<file path="src/rtl/rfct_regs.vh">
// Purpose: constants for the countdown timer register block
// Assumes: wishbone byte registers, index times four is the byte address
// Notes: header holds definitions only
`ifndef RFCT_REGS_VH
`define RFCT_REGS_VH
// register indices
`define RFCT_IDX_PREV_HI 8'h1c
`define RFCT_IDX_PREV_LO 8'h1d
`define RFCT_IDX_CTRL 8'h1e
`define RFCT_IDX_RLD_HI 8'h1f
`define RFCT_IDX_RLD_LO 8'h20
`define RFCT_IDX_CNT_HI 8'h21
`define RFCT_IDX_CNT_LO 8'h22
`define RFCT_IDX_IRQ_STAT 8'h30
`define RFCT_IDX_IRQ_MASK 8'h31
`define RFCT_IDX_RUN 8'h32
// control fields
`define RFCT_CTRL_STOPRX 7
`define RFCT_CTRL_START_HI 5
`define RFCT_CTRL_START_LO 4
`define RFCT_CTRL_AUTORST 3
`define RFCT_CTRL_CLK_HI 1
`define RFCT_CTRL_CLK_LO 0
`define RFCT_CTRL_WMASK 8'hbb
`define RFCT_CTRL_RST 8'h00
// start modes
`define RFCT_START_NONE 2'h0
`define RFCT_START_TXEND 2'h1
`define RFCT_START_LFO 2'h2
`define RFCT_START_LFO_UF 2'h3
// clock sources
`define RFCT_CLK_CARRIER 2'h0
`define RFCT_CLK_DIV 2'h1
`define RFCT_CLK_T0 2'h2
`define RFCT_CLK_T1 2'h3
// carrier / divided clock figures in kHz
`define RFCT_CARRIER_KHZ 13560
`define RFCT_DIVCLK_KHZ 212
`define RFCT_SYS_KHZ 200000
// status bits and reset values
`define RFCT_IRQ_UF 0
`define RFCT_IRQ_STOP 1
`define RFCT_IRQ_W 2
`define RFCT_BYTE_RST 8'h00
`define RFCT_CNT_RST 16'h0000
// bits of a received count before the stop
`define RFCT_RX_STOP_BITS 3'h4
`define RFCT_RX_CNT_W 3
`define RFCT_ADR_LSB 2
`endif

</file>
<file path="src/rtl/rfct_timer.v">
// Purpose: 16-bit countdown timer of a contactless reader front end
// Assumes: carrier and divided clock ticks are one-cycle enables on clk_i
// Notes: rx and tx event pins are asynchronous and get two sync flops plus an edge flop
//
// How it works
// - with stop_on_receive set, timer halts after the first 4 received bits.
// - in oscillator trimming modes stop_on_receive is ignored.
// - start mode 00 never auto starts; 01 starts on transmission end.
// - modes 10 and 11 trim the oscillator, edges start/stop, 11 underflows.
// - auto_restart set: reload on reaching zero and keep counting, except mode 10, which holds at zero.
// - auto_restart clear: count to zero, then stop until next start, except mode 10, which holds at zero and keeps running.
// - every underflow sets the underflow interrupt flag.
// - clock_select 00 uses carrier tick, 01 the divided tick.
// - clock_select 10 and 11 count underflows of timer zero or one.
// - each start loads the counter from the two reload bytes.
// - writing reload bytes while running leaves the count untouched.
// - live count reads as two read-only bytes, high and low.
// - previous timer count reads as read-only high and low bytes.
//
// Chosen here: the Wishbone interface to the registers.
`timescale 1ns/1ps
`include "rfct_regs.vh"

module rfct_timer #(
  parameter CARRIER_KHZ = `RFCT_CARRIER_KHZ,
  parameter DIVCLK_KHZ = `RFCT_DIVCLK_KHZ,
  parameter SYS_KHZ = `RFCT_SYS_KHZ
) (
  input wire clk_i,
  input wire sys_rst_i,
  input wire wb_cyc_i,
  input wire wb_stb_i,
  input wire wb_we_i,
  input wire [7:0] wb_adr_i,
  input wire [3:0] wb_sel_i,
  input wire [31:0] wb_dat_i,
  output reg [31:0] wb_dat_o,
  output reg wb_ack_o,
  output wire wb_err_o,
  input wire tx_end_i,
  input wire rx_bit_i,
  input wire rx_active_i,
  input wire lfo_i,
  input wire t0_underflow_i,
  input wire t1_underflow_i,
  input wire [15:0] prev_count_i,
  output reg underflow_o,
  output reg running_o,
  output wire irq_o
);

  // ---------------------------------------------------------------
  // tick generation
  // ---------------------------------------------------------------
  // phase accumulators; the carrier is not an integer divisor of clk_i
  localparam [17:0] CAR_STEP = CARRIER_KHZ;
  localparam [17:0] DIV_STEP = DIVCLK_KHZ;
  localparam [17:0] SYS_MOD = SYS_KHZ;
  reg [17:0] car_acc_r;
  reg [17:0] div_acc_r;
  wire [18:0] car_sum = {1'b0, car_acc_r} + {1'b0, CAR_STEP};
  wire [18:0] div_sum = {1'b0, div_acc_r} + {1'b0, DIV_STEP};
  wire car_tick = (car_sum >= {1'b0, SYS_MOD});
  wire div_tick = (div_sum >= {1'b0, SYS_MOD});

  always @(posedge clk_i) begin
    if (sys_rst_i) begin
      car_acc_r <= 18'h00000;
      div_acc_r <= 18'h00000;
    end else begin
      car_acc_r <= car_tick ? car_sum[17:0] - SYS_MOD : car_sum[17:0];
      div_acc_r <= div_tick ? div_sum[17:0] - SYS_MOD : div_sum[17:0];
    end
  end

  // ---------------------------------------------------------------
  // input synchronisers
  // ---------------------------------------------------------------
  reg [2:0] sync1_r;
  reg [2:0] sync2_r;
  reg [2:0] sync3_r;
  always @(posedge clk_i) begin
    if (sys_rst_i) begin
      sync1_r <= 3'h0;
      sync2_r <= 3'h0;
      sync3_r <= 3'h0;
    end else begin
      sync1_r <= {lfo_i, rx_bit_i, tx_end_i};
      sync2_r <= sync1_r;
      sync3_r <= sync2_r;
    end
  end
  wire tx_end_rise = sync2_r[0] & ~sync3_r[0];
  wire rx_bit_rise = sync2_r[1] & ~sync3_r[1];
  wire lfo_rise = sync2_r[2] & ~sync3_r[2];

  // ---------------------------------------------------------------
  // registers
  // ---------------------------------------------------------------
  reg [7:0] ctrl_r;
  reg [7:0] rld_hi_r;
  reg [7:0] rld_lo_r;
  reg [`RFCT_IRQ_W-1:0] irq_stat_r;
  reg [`RFCT_IRQ_W-1:0] irq_mask_r;
  reg [15:0] count_r;
  reg [`RFCT_RX_CNT_W-1:0] rx_cnt_r;
  reg rx_done_r;

  wire [1:0] start_mode = ctrl_r[`RFCT_CTRL_START_HI:`RFCT_CTRL_START_LO];
  wire [1:0] clock_select = ctrl_r[`RFCT_CTRL_CLK_HI:`RFCT_CTRL_CLK_LO];
  wire stop_on_receive = ctrl_r[`RFCT_CTRL_STOPRX];
  wire auto_restart = ctrl_r[`RFCT_CTRL_AUTORST];
  wire lfo_mode = start_mode[1];

  wire bus_req = wb_cyc_i & wb_stb_i & ~wb_ack_o;
  wire wr_req = bus_req & wb_we_i & wb_sel_i[0];
  wire rd_req = bus_req & ~wb_we_i;
  wire [7:0] idx = wb_adr_i >> `RFCT_ADR_LSB;
  wire rd_stat = rd_req & (idx == `RFCT_IDX_IRQ_STAT);

  // ---------------------------------------------------------------
  // timer core
  // ---------------------------------------------------------------
  reg step;
  always @* begin
    case (clock_select)
      `RFCT_CLK_CARRIER: step = car_tick;
      `RFCT_CLK_DIV: step = div_tick;
      `RFCT_CLK_T0: step = t0_underflow_i;
      `RFCT_CLK_T1: step = t1_underflow_i;
      default: step = 1'b0;
    endcase
  end

  reg start_ev;
  reg stop_ev;
  always @* begin
    start_ev = 1'b0;
    stop_ev = 1'b0;
    case (start_mode)
      `RFCT_START_NONE: start_ev = 1'b0;
      `RFCT_START_TXEND: start_ev = tx_end_rise;
      `RFCT_START_LFO, `RFCT_START_LFO_UF: begin
        start_ev = lfo_rise & ~running_o;
        stop_ev = lfo_rise & running_o;
      end
      default: start_ev = 1'b0;
    endcase
  end

  // stop after four bits, not in trimming
  wire rx_stop = stop_on_receive & ~lfo_mode & rx_bit_rise & ~rx_done_r &
                 (rx_cnt_r == `RFCT_RX_STOP_BITS - 3'h1);
  wire at_zero = (count_r == `RFCT_CNT_RST);
  wire uf_ok = (start_mode != `RFCT_START_LFO);
  wire uf_now = running_o & step & at_zero & uf_ok & ~start_ev & ~rx_stop &
                ~stop_ev;

  always @(posedge clk_i) begin
    if (sys_rst_i) begin
      rx_cnt_r <= {`RFCT_RX_CNT_W{1'b0}};
      rx_done_r <= 1'b0;
    end else if (!sync2_r[1] && !rx_active_i) begin
      rx_cnt_r <= {`RFCT_RX_CNT_W{1'b0}};
      rx_done_r <= 1'b0;
    end else if (rx_bit_rise && !rx_done_r) begin
      rx_cnt_r <= rx_cnt_r + 3'h1;
      rx_done_r <= (rx_cnt_r == `RFCT_RX_STOP_BITS - 3'h1);
    end
  end

  always @(posedge clk_i) begin
    if (sys_rst_i) begin
      count_r <= `RFCT_CNT_RST;
      running_o <= 1'b0;
      underflow_o <= 1'b0;
    end else begin
      underflow_o <= uf_now;
      if (start_ev) begin
        count_r <= {rld_hi_r, rld_lo_r};
        running_o <= 1'b1;
      end else if (rx_stop || stop_ev) begin
        running_o <= 1'b0;
      end else if (running_o && step) begin
        if (at_zero) begin
          // mode 10 holds at zero, no wrap to all ones
          if (uf_ok) begin
            if (auto_restart) begin
              count_r <= {rld_hi_r, rld_lo_r};
            end else begin
              running_o <= 1'b0;
            end
          end
        end else begin
          count_r <= count_r - 16'h0001;
        end
      end
    end
  end

  // ---------------------------------------------------------------
  // register writes and interrupt
  // ---------------------------------------------------------------
  // set wins over the read clear
  wire [`RFCT_IRQ_W-1:0] irq_set = {rx_stop, uf_now};
  always @(posedge clk_i) begin
    if (sys_rst_i) begin
      ctrl_r <= `RFCT_CTRL_RST;
      rld_hi_r <= `RFCT_BYTE_RST;
      rld_lo_r <= `RFCT_BYTE_RST;
      irq_stat_r <= {`RFCT_IRQ_W{1'b0}};
      irq_mask_r <= {`RFCT_IRQ_W{1'b0}};
    end else begin
      if (wr_req) begin
        case (idx)
          `RFCT_IDX_CTRL: ctrl_r <= wb_dat_i[7:0] & `RFCT_CTRL_WMASK;
          `RFCT_IDX_RLD_HI: rld_hi_r <= wb_dat_i[7:0];
          `RFCT_IDX_RLD_LO: rld_lo_r <= wb_dat_i[7:0];
          `RFCT_IDX_IRQ_MASK: irq_mask_r <= wb_dat_i[`RFCT_IRQ_W-1:0];
          default: ctrl_r <= ctrl_r;
        endcase
      end
      irq_stat_r <= (rd_stat ? {`RFCT_IRQ_W{1'b0}} : irq_stat_r) | irq_set;
    end
  end
  assign irq_o = |(irq_stat_r & irq_mask_r);

  // ---------------------------------------------------------------
  // wishbone read and ack
  // ---------------------------------------------------------------
  reg [7:0] rd_byte;
  always @* begin
    case (idx)
      `RFCT_IDX_PREV_HI: rd_byte = prev_count_i[15:8];
      `RFCT_IDX_PREV_LO: rd_byte = prev_count_i[7:0];
      `RFCT_IDX_CTRL: rd_byte = ctrl_r;
      `RFCT_IDX_RLD_HI: rd_byte = rld_hi_r;
      `RFCT_IDX_RLD_LO: rd_byte = rld_lo_r;
      `RFCT_IDX_CNT_HI: rd_byte = count_r[15:8];
      `RFCT_IDX_CNT_LO: rd_byte = count_r[7:0];
      `RFCT_IDX_IRQ_STAT: rd_byte = {6'h00, irq_stat_r};
      `RFCT_IDX_IRQ_MASK: rd_byte = {6'h00, irq_mask_r};
      `RFCT_IDX_RUN: rd_byte = {7'h00, running_o};
      default: rd_byte = 8'h00;
    endcase
  end

  // one wait state; unmapped reads return zero, writes are dropped
  always @(posedge clk_i) begin
    if (sys_rst_i) begin
      wb_ack_o <= 1'b0;
      wb_dat_o <= 32'h00000000;
    end else begin
      wb_ack_o <= bus_req;
      if (rd_req) begin
        wb_dat_o <= {24'h000000, rd_byte};
      end
    end
  end
  assign wb_err_o = 1'b0;

endmodule

</file>
<file path="config.mk">
export PLATFORM = sky130hd
export DESIGN_NAME = rfct_timer
export DESIGN_NICKNAME = d
export VERILOG_FILES = /design/src/rtl/rfct_timer.v
export VERILOG_INCLUDE_DIRS = /design/src /design/src/rtl
export SDC_FILE = /design/constraint.sdc
export NUM_CORES = 1
export LEC_CHECK = 0
export BUFFER_PORTS_ARGS = -buffer_cell sky130_fd_sc_hd__buf_4
export CAP_MARGIN = 40
export CORE_ASPECT_RATIO = 1.75
export CORE_MARGIN = 2
export CORE_UTILIZATION = 61
export CTS_CLUSTER_DIAMETER = 150
export DETAILED_ROUTE_END_ITERATION = 6
export GPL_ROUTABILITY_DRIVEN = 1
export PLACE_DENSITY = 0.84
export SLEW_MARGIN = 20
export SYNTH_ARGS = -nofsm -noshare
export SYNTH_HDL_FRONTEND = slang
export SYNTH_SLANG_ARGS = --single-unit
</file>
<file path="constraint.sdc">
create_clock -name clk_i -period 8.1 [get_ports clk_i]
set_clock_uncertainty 0.05 [all_clocks]
set_input_delay 1.62 -clock clk_i [delete_from_list [all_inputs] [get_ports clk_i]]
set_output_delay 1.62 -clock clk_i [all_outputs]
set_load 0.02 [all_outputs]
</file>
After elaboration in Yosys (flattened, before gate mapping)
Index checks and enable logic that the tools add are counted.
{ "word_totals": {"out_inout_bits": 37, "word_cells": 123, "input_bits": 71, "register_bits": 102} }
{ "op_classes": {"mux": 19, "reduce_logical": 23, "n_lt_le_gt_ge": 2, "bitwise": 34, "add_sub_neg": 6, "n_eq_ne": 22} }
{ "op_table": {"columns": ["cell", "n"], "rows": [
  ["$mux W16", 6],
  ["$pmux W8 S10", 1],
  ["$ge A19 B18 Y1 const B", 2],
  ["$eq A6 B6 Y1 const B", 6],
  ["$mux W18", 2],
  ["$sub A18 B18 Y18 const B", 2],
  ["$eq A6 B5 Y1 const B", 4],
  ["$and A1 B1 Y1", 21],
  ["$add A18 B14 Y19 const B", 1],
  ["$add A18 B8 Y19 const B", 1],
  ["$logic_not A16 Y1", 1],
  ["$sub A16 B1 Y16 const B", 1],
  ["$not A1 Y1", 11],
  ["$reduce_bool A3 Y1", 3],
  ["$eq A2 B2 Y1 const B", 4],
  ["$reduce_and A2 Y1", 4],
  ["$reduce_and A4 Y1", 2],
  ["$mux W1", 7],
  ["$reduce_or A2 Y1", 3],
  ["$eq A2 B1 Y1 const B", 2],
  ["$logic_not A2 Y1", 2],
  ["$ne A2 B2 Y1 const B", 2],
  ["$pmux W1 S4", 1],
  ["$add A3 B1 Y3 const B", 1],
  ["12 further kinds", 16]
]} }

Logic depth before layout (Yosys ltp)
Gate-level depths: netlist (run 1).
{ "logic_depth": {"ltp_word": 10, "ltp_mapped": 14, "mapped_depth_nobuf": 12} }

Worst setup path before layout (run 1)
OpenSTA, ideal clock, no wires.
{ "synth_path": {"path_kind": "input-to-reg", "from": "in wb_adr_i[2]", "to": "reg rld_hi_r[4]", "arrival_ns": 3.425, "n_path_buf": 2, "setup_time_ns": 0.128, "path_stages": 6, "t_required_ns": 7.922, "setup_slack_ns": 4.497, "path_cell_list": "buf_2 -> clkbuf_1 -> nand2_1 -> nor3_1 -> mux2i_1 -> nor2_1"} }
{ "synth_via": {"elab_chain_cells": 2} }
{ "synth_lines": {"columns": ["item", "line_no", "rtl"], "rows": [
  ["from (decl)", "rfct_timer.v:34", "input wire [7:0] wb_adr_i,"],
  ["$eq A6 B5 Y1", "rfct_timer.v:215", "case (idx)"],
  ["$reduce_and A2 Y1 (no line)", null, null],
  ["to (signal assigned)", "rfct_timer.v:209", "rld_hi_r <= `RFCT_BYTE_RST;"],
  ["to (signal assigned)", "rfct_timer.v:217", "`RFCT_IDX_RLD_HI: rld_hi_r <= wb_dat_i[7:0];"],
  ["to (decl)", "rfct_timer.v:101", "reg [7:0] rld_hi_r;"]
]} }
No other way between the ends.
A chain may end at the register's enable or synchronous reset.

Final worst setup path (run 1)
{ "layout_path": {"from": "reg div_acc_r[2]", "to": "reg count_r[2]"} }
{ "layout_via": {"elab_chain_cells": 6} }
{ "layout_lines": {"columns": ["item", "line_no", "rtl"], "rows": [
  ["from (decl)", "rfct_timer.v:60", "reg [17:0] div_acc_r;"],
  ["from (signal assigned)", "rfct_timer.v:72", "div_acc_r <= div_tick ? div_sum[17:0] - SYS_MOD : div_sum[17:0];"],
  ["$add A18 B8 Y19", "rfct_timer.v:62", "wire [18:0] div_sum = {1'b0, div_acc_r} + {1'b0, DIV_STEP};"],
  ["$ge A19 B18 Y1", "rfct_timer.v:64", "wire div_tick = (div_sum >= {1'b0, SYS_MOD});"],
  ["$pmux W1 S4", "rfct_timer.v:126", "case (clock_select)"],
  ["$logic_and A1 B1 Y1", "rfct_timer.v:184", "end else if (running_o && step) begin"],
  ["$reduce_bool A2 Y1 (no line)", null, null],
  ["$reduce_and A4 Y1 (no line)", null, null],
  ["to (signal assigned)", "rfct_timer.v:180", "count_r <= {rld_hi_r, rld_lo_r};"],
  ["to (signal assigned)", "rfct_timer.v:189", "count_r <= {rld_hi_r, rld_lo_r};"],
  ["to (signal assigned)", "rfct_timer.v:195", "count_r <= count_r - 16'h0001;"],
  ["to (decl)", "rfct_timer.v:105", "reg [15:0] count_r;"]
]} }
No other way between the ends.

==> results.md, run 1 <==
* Net Sw Power at 418 uW
* Lkg Pwr at 0.00260 uW
* Detail Route Antenna Nets at 0
* Placed insts at 889
* Via Count at 5776
* Initial core utilization at 62.2%
* DR vias/cell at 6.37
* Root buffer cell: clkbuf_16
* Number of port buffers at 53
* Top cells by area, synth: dfxtp_1, nor2_1, mux2i_1, nand2_1, a21oi_1
* Critical path class: reg2reg
* Combinational share of power at 21.3%
* Flop pwr share at 42.9%
* Syn-to-layout area delta at 10.7%
* Avg Cell Area, Syn at 8.04 sq um
* Synth async-reset ratio at 0%
* Post-CTS Setup Repair Bufs at 0
* Endpoint type of the worst setup path: register
* IO Pins at 108
* Congestion Overflow GR at 0
* CP Data Required Time at 8.29 ns
* Met3 WL at 997 microns
* Max Freq at 0.263 GHz
* Final cell count without fillers at 907
* Synth top area share at 32.1%
* Int Pwr at 868 uW
* CTS clk-pin slew, worst paths at 0.07 ns
* Yosys reg bits at 97
* Most frequent cells after synthesis: nor2_1, dfxtp_1, nand2_1, a21oi_1, mux2i_1
* Routed WL per cell at 18.3 microns
* Initial antenna violation count at 0
* First-pass GRT wire length at 26400 microns
* Setup WS pre-CTS at 4.20 ns
* Fin Setup TNS at 0 ns
* CTS tree: built
* Core area at 9730 sq um
* Mapped Area at 6050 sq um
* DRT Wirelength at 16600 microns
* Period utilisation layout at 46.9%
* Wire length on met1 at 5820 microns
* Die Y at 136 microns
* Worst-Skew Late Latency at 0.36 ns
* Highest routed layer: met4
* Pwr/cell area at 192 nW/um^2
* FILL cells at 812
* Die span in x at 79.3 microns
* Final Setup Violations at 0
* DRC at 0
* Synth warn at 0
* Clock power frac at 35.8%
* Die area at 10800 sq um
* Critical Path Fanout Max at 9
* Min-delay worst type: reg2reg
* Max cap viols at 0
* Final worst slack at 4.30 ns
* Layout cells sized above 1 at 13.9%
* Post-CTS resize count at 0
* Antenna Cells at 0
* Vias in the first global route at 5467
* Post-layout minimum cycle time at 3.80 ns
* Pin count of the biggest net entering global routing at 94
* Number of buffers created by CTS at 9
* Count leader, synth: nor2_1
* Worst slew pin tran at 0.836 ns
* CTS Hold Bufs at 0
* Initial DRC count at 533
* Placer congestion estimate at 1.05
* Met2 routed WL at 8490 microns
* Status: finished clean
* Worst Path Arrival at 3.99 ns
* Slew margin rel. at 43.8%
* Post-synth cell types at 80
* Drt pass-1 iters at 5
* Main synth FF type: dfxtp_1
* Row count at 48
* Total Routing Usage GR at 31.5%
* DP HPWL at 12000 microns
* Number of synthesized flops with an enable pin at 0
* Sw Share at 32.5%
* Final #Nets at 857
* H-tree depth at 3
* Largest area contributor in the netlist: dfxtp_1
* Unrepaired setup endpoints after global routing: no
* # clock sinks at 97
* Slew Limit Fails at 0
* Register area share after synthesis at 32.1%
* Clock buffer depth at 2
* Final Hold Fails at 0
* Worst VDD drop at 120 uV
* Mapped Cells at 752
* CP Launch Type: register
==> final timing paths <==
path / slack (ns) / start / depth (start not counted) / to
max: 4.30 / div_acc_r[2] / 10 / count_r[2]
min: 0.39 / sync1_r[2] / 1 / sync2_r[2]
max reg2reg: 4.30 / div_acc_r[2] / 10 / count_r[2]
min reg2reg: 0.39 / sync1_r[2] / 1 / sync2_r[2]
==> metrics by stage <==
step	util [%]	cell area [sq um]	hold WS, ns	total power, uW
floorplan	-	6140	0.364	774
global placement	65.1	6340	0.378	811
detailed placement	65.2	6350	0.376	824
CTS	68.5	6670	0.393	1280
global route	68.8	6700	0.411	1340
finish	68.8	6700	0.390	1290
==> final cells by class <==
cell class	instances	area, sq um	share of cell area (%)
Clock inverter	7	92.6	1.38
Inverter	19	71.3	1.06
Sequential cell	97	1940	29.0
Clock buffer	9	225	3.36
Tap cell	125	156	2.34
Multi-Input combinational cell	593	3760	56.2
Timing Repair Buffer	57	445	6.65
==> worst max-delay path, stage by stage, from the launching register on <==
cell and delay [ns]:
dfxtp_1 0.49, ha_1 0.40, o21ai_2 0.13, a21oi_1 0.24, mux2_2 0.39, o32ai_1 0.40
o2111ai_2 0.27, a21oi_1 0.48, or2_1 0.42, o41ai_2 0.12, o221a_1 0.28
==> placed cells by master, fill, tap and decap left out, types with 18 or more instances in the layout <==
master,netlist,layout
buf_4,27,55
o21ai_0,24,24
nor2_1,104,104
nand2_1,67,67
a21oi_1,50,50
conb_1,1,25
nor3_1,27,25
xnor2_1,25,25
inv_1,18,18
mux2i_1,34,34
dfxtp_1,97,97
==> power by group through the flow <==
stage | clock network (uW) | logic (uW) | registers [uW]
finish | 461 | 274 | 552
global route | 489 | 299 | 557
CTS | 463 | 268 | 550
detailed placement | 0 | 264 | 560
global placement | 0 | 253 | 558
floorplan | 0 | 242 | 533
==> sequential cells by signal (all words and copies together), names as in the netlist, 6 cells and up <==
signal and cells:
wb_dat_o 8, rld_lo_r 8, car_acc_r 15, ctrl_r 6
count_r 16, rld_hi_r 8, div_acc_r 16
==> routing by layer <==
metal | track usage, % | up-vias
met1 | 31.7 | 2668
met3 | 6.07 | 92
met5 | 0 | -
met2 | 55.2 | 315
li1 | - | 2701
met4 | 25.7 | 0
==> kinds of logic after synthesis <==
logic type | share of synthesized area [%]
compound gates | 21.7
xor+xnor | 5.07
fa+ha+maj | 1.86
buf+inv | 7.30
flops | 32.1
mux | 8.23
other cells | 0.0620
simple gates | 23.7
Note: power is estimated with default switching activity, not from simulation.
==> inputs of run 2 (changes only) <==
--- a/config.mk
+++ b/config.mk
@@ -10,11 +10,11 @@
 export CAP_MARGIN = 40
 export CORE_ASPECT_RATIO = 1.75
 export CORE_MARGIN = 2
-export CORE_UTILIZATION = 61
+export CORE_UTILIZATION = 51
 export CTS_CLUSTER_DIAMETER = 150
 export DETAILED_ROUTE_END_ITERATION = 6
 export GPL_ROUTABILITY_DRIVEN = 1
-export PLACE_DENSITY = 0.84
+export PLACE_DENSITY = 0.75
 export SLEW_MARGIN = 20
 export SYNTH_ARGS = -nofsm -noshare
 export SYNTH_HDL_FRONTEND = slang
==> constraint.sdc (replaced) <==
create_clock -name clk_i -period 3.4 [get_ports clk_i]
set_clock_uncertainty 0.05 [all_clocks]
set_input_delay 0.68 -clock clk_i [delete_from_list [all_inputs] [get_ports clk_i]]
set_output_delay 0.68 -clock clk_i [all_outputs]
set_load 0.02 [all_outputs]
==> results.md, run 2 (synthesis results as in run 1) <==
* Detail Route Antenna Nets at 0 (unchanged)
* Initial DRC count at 401 (-25%)
* Routed WL per cell at 17.7 microns (-3.5%)
* Clock buffer depth at 2 (unchanged)
* Top flop regs: count_r x16, div_acc_r x16, car_acc_r x15
* Number of buffers created by CTS at 9 (unchanged)
* Post-layout minimum cycle time at 3.28 ns (-0.520 ns)
* Root buffer cell: clkbuf_16
* Int Pwr at 2020 uW (+130%)
* Layout cells sized above 1 at 17.4% (+3.5 points)
* Pwr/cell area at 434 nW/um^2 (+130%)
* Reg-to-Reg Start: car_acc_r[4]
* Period utilisation layout at 96.5% (+50 points)
* Placer congestion estimate at 0.967 (-7.9%)
* CTS clk-pin slew, worst paths at 0.08 ns (about the same)
* CTS Hold Bufs at 0 (unchanged)
* Hold Path End: sync2_r[2]
* Max cap viols at 0 (unchanged)
* Min-delay worst type: reg2reg
* Wire length on met1 at 5910 microns (+1.5%)
* Clock power frac at 33.1% (-2.7 points)
* CP Data Required Time at 3.56 ns (-4.73 ns)
* R2R depth at 13 (+3)
* Drt pass-1 iters at 5 (unchanged)
* CTS tree: built
* Critical Path Fanout Max at 6 (-3)
* First-pass GRT wire length at 26500 microns (+0.63%)
* Vias in the first global route at 5506 (+0.71%)
* Combinational share of power at 23.6% (+2.3 points)
* Worst Hold Margin at 0.396 ns (+0.00672 ns)
* Final Hold Fails at 0 (unchanged)
* DRC at 0 (unchanged)
* Die Y at 148 microns (+9.1%)
* Worst Path Arrival at 3.44 ns (-0.55 ns)
* DR vias/cell at 6.12 (-4.0%)
* Congestion Overflow GR at 0 (unchanged)
* H-tree depth at 3 (unchanged)
* Reg2Reg Capture Point: count_r[11]
* Worst slew pin tran at 0.722 ns (-0.113 ns)
* Slew Limit Fails at 0 (unchanged)
* Fin Setup TNS at 0 ns (unchanged)
* Syn-to-layout area delta at 14.1%
* Highest routed layer: met4
* Row count at 52 (+8.3%)
* Total Routing Usage GR at 26.2% (-5.3 points)
* Met2 routed WL at 8650 microns (+1.9%)
* Fin area at 6900 sq um (+3.0%)
* Met3 WL at 833 microns (-16%)
* Lkg Pwr at 0.00272 uW (+4.5%)
* DP HPWL at 12700 microns (+5.5%)
* Initial core utilization at 52.2% (-9.9 points)
* Critical path class: reg2reg
* Placed cell area at 6550 sq um (+3.2%)
* Initial antenna violation count at 0 (unchanged)
* Max Freq at 0.305 GHz (+16%)
* Most common cell after layout, fill and taps aside: nor2_1
* Hold path startpoint: sync1_r[2]
* Slew margin rel. at 51.5% (+7.6 points)
* Die span in x at 86.3 microns (+8.9%)
* Pin count of the biggest net entering global routing at 68 (-28%)
* Worst reg-to-reg setup slack at 0.12 ns (-4.18 ns)
* Via Count at 5774 (-0.035%)
* CP Launch Type: register
* Antenna Cells at 0 (unchanged)
* Final #Nets at 884 (+3.2%)
* Worst VDD drop at 273 uV (+130%)
* Worst-Skew Late Latency at 0.35 ns (about the same)
* Status: finished clean
* Final Setup Violations at 0 (unchanged)
* Endpoint type of the worst setup path: register
* Sw Share at 32.6% (+0.078 points)
* IO Pins at 108 (unchanged)
* DRT Wirelength at 16700 microns (+0.45%)
* Net Sw Power at 976 uW (+130%)
* WHS Path Cells at 1 (unchanged)
* Commonest non-fill, non-tap cells in the layout: nor2_1, dfxtp_1, buf_4
* # clock sinks at 97 (unchanged)
* Flop pwr share at 43.3% (+0.4 points)
* Number of port buffers at 53 (unchanged)
* Core area at 11600 sq um (+19%)
* Die area at 12800 sq um (+19%)
-- run 2: changes by cell type in the layout (fill, tap and decap cells not counted), sizes merged --
| cell | before | now |
|---|---|---|
| buf | 57 | 84 |
| bufinv | 1 | 0 |
| clkbuf | 9 | 10 |
| clkinvlp | 0 | 1 |
| inv | 23 | 22 |
-- run 2: layout make-up --
class / instances / area [sq um]
sequential: 97 / 1940
fill: 1067 / 4680
multi-input combinational: 593 / 3800
tap: 135 / 169
clock inverter: 6 / 56.3
inverter: 19 / 71.3
timing repair buffer: 84 / 631
clock buffer: 10 / 229
-- run 2: worst max path at each step --
stage                            start     endpoint  slack [ns]  cells after the start
after CTS                 div_acc_r[3]   count_r[3]        0.03                     13
after global routing      car_acc_r[4]   count_r[3]       -0.04                     13
after floorplan           div_acc_r[2]  count_r[12]        0.34                     11
after detailed placement  div_acc_r[3]   count_r[3]        0.05                     13
after global placement    div_acc_r[3]   count_r[3]        0.16                     13
final                     car_acc_r[4]  count_r[11]        0.12                     13
-- run 2: power groups by stage --
stage | logic, uW | clock network [uW] | registers, uW
floorplan | 576 | 0 | 1270
global placement | 666 | 0 | 1320
detailed placement | 682 | 0 | 1320
CTS | 687 | 1010 | 1290
global route | 778 | 1050 | 1310
finish | 707 | 991 | 1300
-- run 2: metrics by stage --
step	setup WS, ns	utilization, %	power, uW	cells
after floorplan	0.336	-	1840	776
after global placement	0.163	56.6	1980	926
after detailed placement	0.0517	56.6	2000	926
after CTS	0.0311	59.0	2990	942
after global routing	-0.0411	59.6	3140	944
final	0.119	59.6	3000	944
-- run 2: timing repair --
action                                  in CTS  in global routing
resized for setup                            0                 11
buffers inserted                             0                  2
hold endpoints to repair                     0                  0
endpoints found under the setup margin       0                 18
-- run 2: metal layers --
metal | GRT usage, % | vias up
met5 | 0 | -
met3 | 3.55 | 86
met1 | 26.1 | 2673
met4 | 19.6 | 0
li1 | - | 2746
met2 | 47.7 | 269
-- run 2: critical path, stage by stage (launching register included) --
cell and delay (ns):
dfxtp_1 0.35, inv_1 0.08, ha_2 0.21, nor4b_4 0.32, buf_4 0.19, o211ai_2 0.12, xnor2_1 0.14, and2_1 0.19
a311oi_2 0.40, o31ai_4 0.14, or2_1 0.32, buf_4 0.19, o311ai_0 0.33, a21oi_1 0.11
==> inputs of run 3 (changes only) <==
--- a/config.mk
+++ b/config.mk
@@ -10,11 +10,11 @@
 export CAP_MARGIN = 40
 export CORE_ASPECT_RATIO = 1.75
 export CORE_MARGIN = 2
-export CORE_UTILIZATION = 51
+export CORE_UTILIZATION = 42
 export CTS_CLUSTER_DIAMETER = 150
 export DETAILED_ROUTE_END_ITERATION = 6
 export GPL_ROUTABILITY_DRIVEN = 1
-export PLACE_DENSITY = 0.75
+export PLACE_DENSITY = 0.63
 export SLEW_MARGIN = 20
 export SYNTH_ARGS = -nofsm -noshare
 export SYNTH_HDL_FRONTEND = slang
==> results.md, run 3 (synthesis results as in run 1) <==
* Status: finished clean
* Final #Nets at 908 (+2.7%)
* DP HPWL at 13000 microns (+2.6%)
* DR vias/cell at 5.68 (-7.2%)
* Number of port buffers at 53 (unchanged)
* Most common cell after layout, fill and taps aside: buf_4
* Endpoint type of the worst setup path: register
* CP Data Required Time at 3.58 ns (+0.02 ns)
* IO Pins at 108 (unchanged)
* Top flop regs: count_r x16, div_acc_r x16, car_acc_r x15
* Worst-Skew Late Latency at 0.34 ns (about the same)
* Reg-to-Reg Start: car_acc_r[3]
* GR Layer Usage met2 at 41.0% (-6.7 points)
* CP Buf/Inv Count at 2 (-1)
* Slew margin rel. at 48.3% (-3.1 points)
* Initial antenna violation count at 0 (unchanged)
* Slowest cell delay on critical path at 0.50 ns (+0.10 ns)
* # clock sinks at 97 (unchanged)
* GRT met3 Usage at 3.61% (+0.058 points)
* Root buffer cell: clkbuf_16
* Die span in x at 94.7 microns (+9.7%)
* H-tree depth at 3 (unchanged)
* Global route hottest layer: met2
* Setup WS pre-CTS at 0.0542 ns (+0.00254 ns)
* Layout cells sized above 1 at 19.7% (+2.3 points)
* Slew Limit Fails at 0 (unchanged)
* Fin Setup TNS at 0 ns (unchanged)
* Max Freq at 0.316 GHz (+3.8%)
* FF+latch area at 1940 sq um (about the same)
* Post-layout minimum cycle time at 3.16 ns (-0.119 ns)
* Die Y at 163 microns (+9.9%)
* Worst Path Arrival at 3.34 ns (-0.10 ns)
* R2R depth at 12 (-1)
* FILL cells at 1405 (+32%)
* Period utilisation layout at 93.0% (-3.5 points)
* Routed WL per cell at 16.6 microns (-6.1%)
* CTS clk-pin slew, worst paths at 0.07 ns (about the same)
* Total Routing Usage GR at 22.4% (-3.8 points)
* Placed cell area at 6820 sq um (+4.1%)
* Worst reg-to-reg setup slack at 0.24 ns (+0.12 ns)
* Lkg Pwr at 0.00285 uW (+4.8%)
* Core area at 14200 sq um (+23%)
* Final Hold Fails at 0 (unchanged)
* First-pass GRT wire length at 27200 microns (+2.6%)
* Worst slew pin tran at 0.771 ns (+0.0483 ns)
* Vias in the first global route at 5611 (+1.9%)
* Initial core utilization at 42.5% (-9.7 points)
* Row count at 58 (+12%)
* Pin count of the biggest net entering global routing at 65 (-4.4%)
* Final worst slack at 0.239 ns (+0.119 ns)
* Die area at 15400 sq um (+21%)
* Final core utilization at 50.2% (-9.3 points)
* Commonest non-fill, non-tap cells in the layout: buf_4, nor2_1, dfxtp_1
* Slowest cell on crit path: or4_4
* M1 GR Usage at 23.9% (-2.2 points)
* Critical Path Fanout Max at 6 (unchanged)
* Worst-path cell chain: inv_1 > ha_1 > nor4b_4 > o211ai_2 > xnor2_1 > and2_1 > a311oi_2 > o31ai_2 > buf_4 > or4_4 > and2_4 > o221a_1
* Hold Path End: sync2_r[2]
* CP Launch Type: register
* Placed insts at 997 (+7.7%)
* Reg2Reg Capture Point: count_r[12]
* Fin area at 7150 sq um (+3.6%)
* Initial DRC count at 359 (-10%)
* WHS Path Cells at 1 (unchanged)
* Critical path class: reg2reg
* Clock buffer depth at 2 (unchanged)
* Final Setup Violations at 0 (unchanged)
* Number of buffers created by CTS at 9 (unchanged)
* Area taken by multi-input logic gates at 3790 sq um (-0.30%)
* CTS Hold Bufs at 0 (unchanged)
* Max cap viols at 0 (unchanged)
* Detail Route Antenna Nets at 0 (unchanged)
* Worst VDD drop at 294 uV (+7.7%)
* Drt pass-1 iters at 5 (unchanged)
* Unrepaired setup endpoints after global routing: no
* Syn-to-layout area delta at 18.2%
* Antenna Cells at 0 (unchanged)
* DRT Wirelength at 16800 microns (+0.75%)
* CTS tree: built
* Final cell count without fillers at 1013 (+7.3%)
* Congestion Overflow GR at 0 (unchanged)
* Min-delay worst type: reg2reg
* DRC at 0 (unchanged)
* Top delay family on crit path: simple AND/OR/NAND/NOR gates
* Placer congestion estimate at 0.926 (-4.3%)
* Pwr/cell area at 430 nW/um^2 (-0.97%)
* Via Count at 5749 (-0.43%)
* Hold path startpoint: sync1_r[2]
-- run 3: final cells by class --
type	count	share of cell area, %
multi-input cells	593	53.0
flip-flops and latches	97	27.2
repair buffers	108	11.5
clock buffers	9	3.15
well taps	180	3.15
inverters	19	0.998
clock inverters	7	0.980
-- run 3: worst max-delay path by stage --
stage	cells past startpoint	start	endpoint	slack (ns)
2_1_floorplan	11	div_acc_r[2]	count_r[12]	0.34
3_3_place_gp	10	div_acc_r[2]	count_r[2]	-0.17
3_5_place_dp	10	div_acc_r[5]	count_r[2]	0.05
4_1_cts	10	div_acc_r[5]	count_r[2]	0.04
5_1_grt	13	car_acc_r[3]	count_r[0]	0.02
6_report	12	car_acc_r[3]	count_r[12]	0.24
-- run 3: metrics by stage --
step                hold WS (ns)  power [uW]
finish                     0.401        3070
global placement           0.379        2060
CTS                        0.399        3100
floorplan                  0.364        1840
global route               0.421        3250
detailed placement         0.382        2080
-- run 3: repair_timing --
action                                  CTS  global route
endpoints found under the setup margin    0            14
setup buffers                             0             0
gates resized for setup                   0             6
-- run 3: where the power goes --
group,total [uW],internal (uW),switching [uW]
clock network,1000,520,485
registers,1280,1200,85.4
logic,787,369,418
total,3070,2090,988
-- run 3: layer usage --
metal  vias up  routed length, microns
li1       2802                       -
met1      2679                    6260
met2       220                    8700
met3        48                     921
met4         0                     946
met5         -                       0
